### src/reset_dist_pkg.sv
`default_nettype none
package reset_dist_pkg;
  // register byte offsets
  localparam logic [11:0] OFF_APP_CAUSE = 12'h000;
  localparam logic [11:0] OFF_NET_CAUSE = 12'h004;
  localparam logic [11:0] OFF_HOLD_OFF  = 12'h008;
  localparam logic [11:0] OFF_GPREG     = 12'h00c;
  localparam logic [11:0] OFF_STATUS    = 12'h010;
  localparam logic [31:0] RESET_ZERO    = 32'h0000_0000;

  // reset-cause record bit positions (both records share the low ones)
  localparam int CB_PIN     = 0;
  localparam int CB_DOG     = 1;
  localparam int CB_SREQ    = 3;
  localparam int CB_LOCKUP  = 4;
  localparam int CB_OFF     = 5;
  localparam int CB_LSREQ   = 16;
  localparam int CB_LLOCKUP = 17;
  localparam int CB_LDOG    = 18;
  localparam int CB_HOLDOFF = 24;

  // status register fields
  localparam int ST_BUSY    = 0;
  localparam int ST_DEBUG   = 1;
  localparam int ST_SYSOFF  = 2;
  localparam int ST_HOLD    = 3;
  localparam int ST_TGT_LSB = 16;

  // reset sources
  localparam int NSRC          = 10;
  localparam int S_APP_LOCKUP  = 0;
  localparam int S_APP_SOFT    = 1;
  localparam int S_WAKE        = 2;
  localparam int S_APP_WDT     = 3;
  localparam int S_PIN         = 4;
  localparam int S_BROWNOUT    = 5;
  localparam int S_HOLDOFF     = 6;
  localparam int S_NET_LOCKUP  = 7;
  localparam int S_NET_SOFT    = 8;
  localparam int S_NET_WDT     = 9;

  // reset targets, one bit each
  localparam int NTGT          = 14;
  localparam int T_APP_CPU     = 0;
  localparam int T_NET_CPU     = 1;
  localparam int T_APP_DBG     = 2;
  localparam int T_NET_DBG     = 3;
  localparam int T_APP_WDT     = 4;
  localparam int T_NET_WDT     = 5;
  localparam int T_APP_PERIPH  = 6;
  localparam int T_SPU         = 7;
  localparam int T_APP_GPIO    = 8;
  localparam int T_GPIO_OWNER  = 9;
  localparam int T_REGUL       = 10;
  localparam int T_GPREG       = 11;
  localparam int T_NET_PERIPH  = 12;
  localparam int T_NET_GPIO    = 13;

  // reset pulse timing
  localparam int CLK_NS        = 40;
  localparam int RST_PULSE_NS  = 200;
  localparam int RST_PULSE_CYC = (RST_PULSE_NS + CLK_NS - 1) / CLK_NS;
  localparam int CNT_W         = 4;
  localparam logic [CNT_W-1:0] PULSE_LOAD = CNT_W'(RST_PULSE_CYC);
  localparam logic [CNT_W-1:0] CNT_LAST   = 4'h1;
  localparam int GPREG_W       = 8;
endpackage : reset_dist_pkg
`default_nettype wire

### src/reset_distributor.sv
// Local design decisions: the register offsets and the APB interface to the registers.
`default_nettype none
// Notes on behaviour
// - retained record and retention registers survive resets except those that clear them.
// - any application reset forces network hold-off and flags it in the network record.
// - in System OFF the application watchdog stops and application lockup cannot reset.
// - network watchdog stops and network lockup ignored in System OFF or hold-off.
// - in debug mode no source resets either core's debug logic.
// - in debug mode a lockup in either core causes no reset.
// - application lockup or soft reset resets application CPU and network core only.
// - wakeup resets application CPU, network core, debug and watchdog; record kept.
// - app watchdog resets all core targets but network debug; pin, brownout, power-on reset all; last two clear record.
// - hold-off control alone resets only the network core.
// - RAM is never actively cleared by any reset.
// - lockup or soft reset: peripherals, security unit, GPIO reset; regulators, retention kept.
// - wakeup resets only ordinary peripheral registers.
// - watchdog and pin also reset regulators; brownout and power-on clear retention too.
// - lockup and soft reset keep the GPIO core-owner selection field.
// - network lockup or soft reset resets only the network CPU.
// - hold-off or either watchdog resets network CPU and watchdog; record kept.
// - pin, brownout and power-on reset the network core like the application core.
// - network peripherals and GPIO per source; hold-off only peripherals; retention never.
// - network core stays held off until software releases the hold-off control.
// - cause flags accumulate; writing one clears, several at once allowed.
module reset_distributor
  import reset_dist_pkg::*;
(
  input  wire logic        pclk,
  input  wire logic        presetn,
  input  wire logic [11:0] paddr,
  input  wire logic        psel,
  input  wire logic        penable,
  input  wire logic        pwrite,
  input  wire logic [31:0] pwdata,
  output logic      [31:0] prdata,
  output logic             pready,
  output logic             pslverr,
  input  wire logic        app_lockup,
  input  wire logic        app_soft_req,
  input  wire logic        sysoff_wake,
  input  wire logic        app_wdt_timeout,
  input  wire logic        net_lockup,
  input  wire logic        net_soft_req,
  input  wire logic        net_wdt_timeout,
  input  wire logic        pin_reset_n,
  input  wire logic        brownout_det,
  input  wire logic        debug_mode,
  input  wire logic        system_off,
  output logic             app_cpu_rst_n,
  output logic             net_cpu_rst_n,
  output logic             app_debug_rst_n,
  output logic             net_debug_rst_n,
  output logic             app_wdt_rst_n,
  output logic             net_wdt_rst_n,
  output logic             app_periph_rst_n,
  output logic             spu_rst_n,
  output logic             app_gpio_rst_n,
  output logic             gpio_owner_rst_n,
  output logic             regulator_rst_n,
  output logic             gpreg_rst_n,
  output logic             net_periph_rst_n,
  output logic             net_gpio_rst_n,
  output logic             netcore_hold_off,
  output logic             app_wdt_run,
  output logic             net_wdt_run
);

  typedef struct packed {
    logic                pin_s1;
    logic                pin_s2;
    logic                bo_s1;
    logic                bo_s2;
    logic [CNT_W-1:0]    cnt;
    logic [NTGT-1:0]     pend;
    logic [NTGT-1:0]     rst_n;
    logic                hold_off;
    logic                app_wdt_run;
    logic                net_wdt_run;
    logic [31:0]         app_cause;
    logic [31:0]         net_cause;
    logic [GPREG_W-1:0]  gpreg;
    logic                pready;
    logic                pslverr;
    logic [31:0]         prdata;
  } state_t;

  // power-on: every target held in reset, network core held off
  localparam state_t ST_RESET = '{
    pin_s1: 1'b1, pin_s2: 1'b1, bo_s1: 1'b0, bo_s2: 1'b0,
    cnt: PULSE_LOAD, pend: '1, rst_n: '0, hold_off: 1'b1,
    app_wdt_run: 1'b0, net_wdt_run: 1'b0,
    app_cause: RESET_ZERO, net_cause: RESET_ZERO, gpreg: '0,
    pready: 1'b0, pslverr: 1'b0, prdata: RESET_ZERO
  };

  // target set reached by one source, before debug masking
  function automatic logic [NTGT-1:0] src_mask(input int s);
    logic [NTGT-1:0] m;
    m = '0;
    unique case (s)
      S_APP_LOCKUP, S_APP_SOFT: begin
        m[T_APP_CPU]    = 1'b1;
        m[T_NET_CPU]    = 1'b1;
        m[T_APP_PERIPH] = 1'b1;
        m[T_SPU]        = 1'b1;
        m[T_APP_GPIO]   = 1'b1;
      end
      S_WAKE: begin
        m[T_APP_CPU]    = 1'b1;
        m[T_NET_CPU]    = 1'b1;
        m[T_APP_DBG]    = 1'b1;
        m[T_NET_DBG]    = 1'b1;
        m[T_APP_WDT]    = 1'b1;
        m[T_APP_PERIPH] = 1'b1;
      end
      S_APP_WDT, S_PIN, S_BROWNOUT: begin
        m[T_APP_CPU]    = 1'b1;
        m[T_NET_CPU]    = 1'b1;
        m[T_APP_DBG]    = 1'b1;
        m[T_APP_WDT]    = 1'b1;
        m[T_NET_WDT]    = 1'b1;
        m[T_APP_PERIPH] = 1'b1;
        m[T_SPU]        = 1'b1;
        m[T_APP_GPIO]   = 1'b1;
        m[T_GPIO_OWNER] = 1'b1;
        m[T_REGUL]      = 1'b1;
        m[T_NET_PERIPH] = 1'b1;
        m[T_NET_GPIO]   = 1'b1;
        m[T_NET_DBG]    = (s != S_APP_WDT);
        m[T_GPREG]      = (s == S_BROWNOUT);
      end
      S_HOLDOFF: begin
        m[T_NET_CPU]    = 1'b1;
        m[T_NET_WDT]    = 1'b1;
        m[T_NET_PERIPH] = 1'b1;
      end
      S_NET_LOCKUP, S_NET_SOFT: begin
        m[T_NET_CPU]    = 1'b1;
        m[T_NET_PERIPH] = 1'b1;
        m[T_NET_GPIO]   = 1'b1;
      end
      S_NET_WDT: begin
        m[T_NET_CPU]    = 1'b1;
        m[T_NET_WDT]    = 1'b1;
        m[T_NET_PERIPH] = 1'b1;
        m[T_NET_GPIO]   = 1'b1;
      end
      default: m = '0;
    endcase
    return m;
  endfunction : src_mask

  state_t          st_r;
  state_t          st_nxt;
  logic [NSRC-1:0] req;
  logic [NTGT-1:0] hit;
  logic            app_any;
  logic            acc;
  logic            wr_en;
  logic            mapped;
  logic [31:0]     set_app;
  logic [31:0]     set_net;
  logic [31:0]     clr_app;
  logic [31:0]     clr_net;

  // the whole block: sources gated, mapped to targets, pulse timed, bus served
  always_comb begin
    st_nxt  = st_r;
    req     = '0;
    hit     = '0;
    set_app = '0;
    set_net = '0;
    clr_app = '0;
    clr_net = '0;
    // pins cross into pclk; only the second stage is looked at
    st_nxt.pin_s1 = pin_reset_n;
    st_nxt.pin_s2 = st_r.pin_s1;
    st_nxt.bo_s1  = brownout_det;
    st_nxt.bo_s2  = st_r.bo_s1;

    acc    = psel && penable;
    wr_en  = acc && pwrite && st_r.pready;
    mapped = (paddr == OFF_APP_CAUSE) || (paddr == OFF_NET_CAUSE) ||
             (paddr == OFF_HOLD_OFF) || (paddr == OFF_GPREG) || (paddr == OFF_STATUS);

    // source gating
    req[S_APP_LOCKUP] = app_lockup && !debug_mode && !system_off;
    req[S_APP_SOFT]   = app_soft_req;
    req[S_WAKE]       = sysoff_wake;
    req[S_APP_WDT]    = app_wdt_timeout && !system_off;
    req[S_PIN]        = !st_r.pin_s2;
    req[S_BROWNOUT]   = st_r.bo_s2;
    req[S_HOLDOFF]    = wr_en && (paddr == OFF_HOLD_OFF) && pwdata[0] && !st_r.hold_off;
    req[S_NET_LOCKUP] = net_lockup && !debug_mode && !system_off && !st_r.hold_off;
    req[S_NET_SOFT]   = net_soft_req && !st_r.hold_off;
    req[S_NET_WDT]    = net_wdt_timeout && !system_off && !st_r.hold_off;
    app_any = |req[S_BROWNOUT:S_APP_LOCKUP];

    for (int i = 0; i < NSRC; i++) begin
      if (req[i]) begin
        hit = hit | src_mask(i);
      end
    end
    // an application reset also carries the network hold-off reset
    if (app_any) begin
      hit = hit | src_mask(S_HOLDOFF);
    end
    if (debug_mode) begin
      hit[T_APP_DBG] = 1'b0;
      hit[T_NET_DBG] = 1'b0;
    end

    // pulse timer: a fresh request restarts the full width so no target is cut short
    if (hit != '0) begin
      st_nxt.pend = st_r.pend | hit;
      st_nxt.cnt  = PULSE_LOAD;
    end else if (st_r.cnt != '0) begin
      st_nxt.cnt = st_r.cnt - CNT_LAST;
      if (st_r.cnt == CNT_LAST) begin
        st_nxt.pend = '0;
      end
    end

    // hold-off: software write, overridden by any application reset
    if (wr_en && (paddr == OFF_HOLD_OFF)) begin
      st_nxt.hold_off = pwdata[0];
    end
    if (app_any) begin
      st_nxt.hold_off = 1'b1;
    end
    st_nxt.rst_n = ~st_nxt.pend;
    if (st_nxt.hold_off) begin
      st_nxt.rst_n[T_NET_CPU] = 1'b0;
    end
    st_nxt.app_wdt_run = !system_off && st_nxt.rst_n[T_APP_WDT];
    st_nxt.net_wdt_run = !system_off && !st_nxt.hold_off && st_nxt.rst_n[T_NET_WDT];

    // cause record events; application events also show in the network record
    set_app[CB_PIN]     = req[S_PIN];
    set_app[CB_DOG]     = req[S_APP_WDT];
    set_app[CB_SREQ]    = req[S_APP_SOFT];
    set_app[CB_LOCKUP]  = req[S_APP_LOCKUP];
    set_app[CB_OFF]     = req[S_WAKE];
    set_net             = set_app;
    set_net[CB_LSREQ]   = req[S_NET_SOFT];
    set_net[CB_LLOCKUP] = req[S_NET_LOCKUP];
    set_net[CB_LDOG]    = req[S_NET_WDT];
    set_net[CB_HOLDOFF] = app_any || req[S_HOLDOFF];
    if (wr_en && (paddr == OFF_APP_CAUSE)) begin
      clr_app = pwdata;
    end
    if (wr_en && (paddr == OFF_NET_CAUSE)) begin
      clr_net = pwdata;
    end
    // set beats a same-cycle clear; brownout wipes the records and retention
    if (req[S_BROWNOUT]) begin
      st_nxt.app_cause = set_app;
      st_nxt.net_cause = set_net;
      st_nxt.gpreg     = '0;
    end else begin
      st_nxt.app_cause = (st_r.app_cause & ~clr_app) | set_app;
      st_nxt.net_cause = (st_r.net_cause & ~clr_net) | set_net;
      if (wr_en && (paddr == OFF_GPREG)) begin
        st_nxt.gpreg = pwdata[GPREG_W-1:0];
      end
    end

    // apb: one wait state, answer registered in the first access cycle
    st_nxt.pready  = acc && !st_r.pready;
    st_nxt.pslverr = acc && !st_r.pready && !mapped;
    st_nxt.prdata  = RESET_ZERO;
    if (acc && !st_r.pready && !pwrite) begin
      unique case (paddr)
        OFF_APP_CAUSE: st_nxt.prdata = st_r.app_cause;
        OFF_NET_CAUSE: st_nxt.prdata = st_r.net_cause;
        OFF_HOLD_OFF:  st_nxt.prdata[0] = st_r.hold_off;
        OFF_GPREG:     st_nxt.prdata[GPREG_W-1:0] = st_r.gpreg;
        OFF_STATUS: begin
          st_nxt.prdata[ST_BUSY]   = (st_r.cnt != '0);
          st_nxt.prdata[ST_DEBUG]  = debug_mode;
          st_nxt.prdata[ST_SYSOFF] = system_off;
          st_nxt.prdata[ST_HOLD]   = st_r.hold_off;
          st_nxt.prdata[ST_TGT_LSB +: NTGT] = ~st_r.rst_n;
        end
        default: st_nxt.prdata = RESET_ZERO;
      endcase
    end
  end

  // only presetn asserts asynchronously; everything releases on pclk
  always_ff @(posedge pclk or negedge presetn) begin
    if (!presetn) begin
      st_r <= ST_RESET;
    end else begin
      st_r <= st_nxt;
    end
  end

  // RAM has no clear path at all: no output here writes or wipes memory
  assign prdata           = st_r.prdata;
  assign pready           = st_r.pready;
  assign pslverr          = st_r.pslverr;
  assign app_cpu_rst_n    = st_r.rst_n[T_APP_CPU];
  assign net_cpu_rst_n    = st_r.rst_n[T_NET_CPU];
  assign app_debug_rst_n  = st_r.rst_n[T_APP_DBG];
  assign net_debug_rst_n  = st_r.rst_n[T_NET_DBG];
  assign app_wdt_rst_n    = st_r.rst_n[T_APP_WDT];
  assign net_wdt_rst_n    = st_r.rst_n[T_NET_WDT];
  assign app_periph_rst_n = st_r.rst_n[T_APP_PERIPH];
  assign spu_rst_n        = st_r.rst_n[T_SPU];
  assign app_gpio_rst_n   = st_r.rst_n[T_APP_GPIO];
  assign gpio_owner_rst_n = st_r.rst_n[T_GPIO_OWNER];
  assign regulator_rst_n  = st_r.rst_n[T_REGUL];
  assign gpreg_rst_n      = st_r.rst_n[T_GPREG];
  assign net_periph_rst_n = st_r.rst_n[T_NET_PERIPH];
  assign net_gpio_rst_n   = st_r.rst_n[T_NET_GPIO];
  assign netcore_hold_off = st_r.hold_off;
  assign app_wdt_run      = st_r.app_wdt_run;
  assign net_wdt_run      = st_r.net_wdt_run;

  logic net_cause_bit_hold;
  assign net_cause_bit_hold = st_r.net_cause[CB_HOLDOFF];
endmodule : reset_distributor
`default_nettype wire

### config.mk
export PLATFORM = sky130hd
export DESIGN_NAME = reset_distributor
export DESIGN_NICKNAME = d
export VERILOG_FILES = /design/src/reset_dist_pkg.sv /design/src/reset_distributor.sv
export SDC_FILE = /design/constraint.sdc
export NUM_CORES = 1
export LEC_CHECK = 0
export BUFFER_PORTS_ARGS = -buffer_cell sky130_fd_sc_hd__buf_2
export CORE_MARGIN = 2
export CORE_UTILIZATION = 45
export DETAILED_ROUTE_END_ITERATION = 10
export GPL_TIMING_DRIVEN = 0
export PLACE_DENSITY = 0.67
export SKIP_LAST_GASP = 1
export SLEW_MARGIN = 10
export SYNTH_ARGS = -nofsm -noshare
export SYNTH_HDL_FRONTEND = slang
export SYNTH_SLANG_ARGS = --single-unit
### constraint.sdc
create_clock -name pclk -period 2.9 [get_ports pclk]
set_clock_uncertainty 0.2 [all_clocks]
set_input_delay 0.29 -clock pclk [delete_from_list [all_inputs] [get_ports pclk]]
set_output_delay 0.29 -clock pclk [all_outputs]
set_load 0.005 [all_outputs]
==> impl_metrics.json <==
{
  "drive_above_1_share": 0.306,
  "largest_reg_flops": 90,
  "synthCells": 541,
  "clockBufferDepth": 2,
  "fillers": 1109,
  "routabilityCongestion": 0.797,
  "ant_nets": 0,
  "irDropWorstVdd_uv": 392,
  "syn_area_per_cell_um2": 11.2,
  "grt_use_total": 0.220,
  "htree_levels": 4,
  "min_to": "st_r[34]",
  "setup_tns_ns": 0,
  "hold-path-cell-count": 3,
  "num_vias": 4733,
  "io-pin-count": 111,
  "powerDensity_nw_per_um2": 564,
  "whs_ns": 0.0198,
  "wire_per_inst_um": 16.7,
  "coreArea_um2": 13200,
  "cap_violations": 0,
  "multi_input_area_um2": 2000,
  "die_x_um": 120,
  "hpwlAfterDp_um": 10400,
  "crit_path_frequent_cell": "buf_2",
  "utilization": 0.594,
  "place_area_um2": 6850,
  "chipHeight_um": 120,
  "setup_violations": 0,
  "seq_area_frac_synth": 0.604,
  "cp-end-kind": "flop",
  "critPathKind": "in2reg",
  "rr_worst_depth": 7,
  "slew_headroom": 0.383,
  "ys_warn_count": 0,
  "r2r-end": "gpreg_rst_n",
  "post-synth-top-area-fraction": 0.521,
  "cts_buffers": 17,
  "holdCritPathClass": "in2reg",
  "area.sequential_um2": 3650,
  "diodes": 0,
  "vias_per_cell": 5.25,
  "grt_max_degree": 88,
  "r2r_setup_slack_ns": 0.47,
  "critPathMaxFanout": 10,
  "regMostFlops": "st_r",
  "ys_types": 53,
  "synth_area_um2": 6050,
  "drc": 0,
  "fmax_mhz": 407,
  "ys_ff_latch": 145,
  "drt-initial-drc-count": 479,
  "antenna_found_initial": 0,
  "rsz0062_at_grt": "no",
  "drv_slew": 0,
  "crit_chain": "dlygate4sd3_1 -> buf_2 -> nor3b_2 -> or4b_1 -> buf_2 -> a41oi_4 -> nand2_4 -> buf_6 -> a21oi_1",
  "insertion_delay_ns": 0.43,
  "min_from": "pwdata[0]",
  "synth_most_common_cell": "dfrtp_1",
  "final_area_um2": 7840,
  "cts_num_sinks": 145,
  "grt_pass1_wl_um": 24200,
  "tritoncts": "yes",
  "first_pass_iters": 5,
  "synth_area_leaders": "dfrtp_1 52%, dfstp_2 8.3%, a21oi_1 6.5%, nand2_1 4.5%, buf_4 4.1%",
  "grt_overflow": 0,
  "cp_slowest_cell": "dlygate4sd3_1",
  "row_count": 42,
  "syn2layout_area_growth_pct": 29.6,
  "start_kind": "input pin",
  "yosys.area.top_type": "dfrtp_1",
  "synth-edff-count": 0,
  "yosys_most_used_dff": "dfrtp_1",
  "slowest_delay_ns": 0.53,
  "arrival_ns": 2.60,
  "grt_pass1_vias": 4790,
  "critPathRequiredTime_ns": 3.05,
  "clock-root-buffer": "clkbuf_16",
  "clk_pin_slew_ns": 0.06,
  "synthTopCellsByCount": "126 x dfrtp_1, 78 x a21oi_1, 73 x nand2_1",
  "hold_viol_final": 0,
  "p_leak_uw": 0.00390,
  "start_util": 0.459,
  "finalWirelength_um": 15000,
  "crit-reg2reg-launch": "st_r[143]",
  "fin_crit_sh": 0.847,
  "synthArstFlopShare": 1.00,
  "tightest_slew_ns": 0.918,
  "nNetsFinal": 774,
  "period_minus_slack_ns": 2.46,
  "outcome": "finished clean",
  "fin_ws_ns": 0.444,
  "die-area_um2": 14400,
  "dp_slack_ns": 0.230,
  "io_buffers": 110,
  "synth_nets": 603
}
[worst max-delay path: cells and delay by family]
kind,cells,cell delay [ns]
buf+inv,4,1.04
simple gates,3,0.83
compound gates,2,0.45
[timing repair]
item,CTS,global route
buffers inserted,0,0
resized for setup,0,0
hold buffers,41,0
hold endpoints to repair,118,0
[metrics by stage]
stage	power, uW	instances
3_5_place_dp	2300	828
2_1_floorplan	2160	541
3_3_place_gp	2290	827
6_report	4420	901
5_1_grt	4580	901
4_1_cts	4450	901
[final cells by class]
| class | instances | share of cell area |
|---|---|---|
| Buffer | 57 | 0.0472 |
| Clock inverter | 10 | 0.0142 |
| Clock buffer | 22 | 0.0592 |
| Sequential cell | 145 | 0.466 |
| Multi-Input combinational cell | 331 | 0.255 |
| Tap cell | 176 | 0.0281 |
| Inverter | 8 | 0.00383 |
| Timing Repair Buffer | 152 | 0.127 |
[logic make-up after synthesis]
kind of cell,Yosys count,synth area share
adders and majority gates,2,0.00414
AOI/OAI and AO/OA,145,0.159
muxes,21,0.0347
DFF,145,0.604
buffers and inverters,65,0.0662
and+or+nand+nor,162,0.131
xor gates and xnor gates,1,0.00145
[layout by cell type, fill, tap and decap left out, types with 3 or more instances in the layout]
cell type and n:
dfrtp_1 126, buf_2 117, a21oi_1 78, nand2_1 73, nor2_1 49, dlygate4sd3_1 41
buf_4 33, a22o_1 24, mux2i_1 21, dfstp_2 19, clkbuf_16 17, clkbuf_1 15
inv_1 7, a21o_1 7, a31o_2 7, o21ai_0 6, nand3_1 5, nor3_1 5
nor2b_1 4, nand2b_1 4, buf_6 4, clkinv_2 4, nand3b_1 3, o21a_1 3
a31o_1 3, a32o_1 3, o22a_1 3, clkinvlp_4 3
[worst max-delay path by stage]
stage          cells after the start         from  slack (ns)          endpoint
2_1_floorplan                      7    st_r[143]        0.70  gpio_owner_rst_n
3_3_place_gp                       1      presetn       -0.61        prdata[22]
3_5_place_dp                       6     paddr[1]        0.23        prdata[28]
4_1_cts                            9  sysoff_wake        0.46  gpio_owner_rst_n
5_1_grt                            9  sysoff_wake        0.34   regulator_rst_n
6_report                           9  sysoff_wake        0.44       gpreg_rst_n
[power breakdown]
part	switching (uW)	total [uW]	internal (uW)	leakage, uW
clock network	811	2120	1300	0.000276
registers	9.98	2050	2040	0.00192
logic	146	253	107	0.00170
total	967	4420	3450	0.00390
[metal layers]
metal | vias up | GRT usage | share of wire
met1 | 2364 | 0.285 | 0.43
met2 | 147 | 0.360 | 0.50
met3 | 22 | 0.0528 | 0.048
met4 | 0 | 0.0824 | 0.017
li1 | 2200 | - | -
met5 | - | 0 | 0
Power figures use the tool's default switching activity.
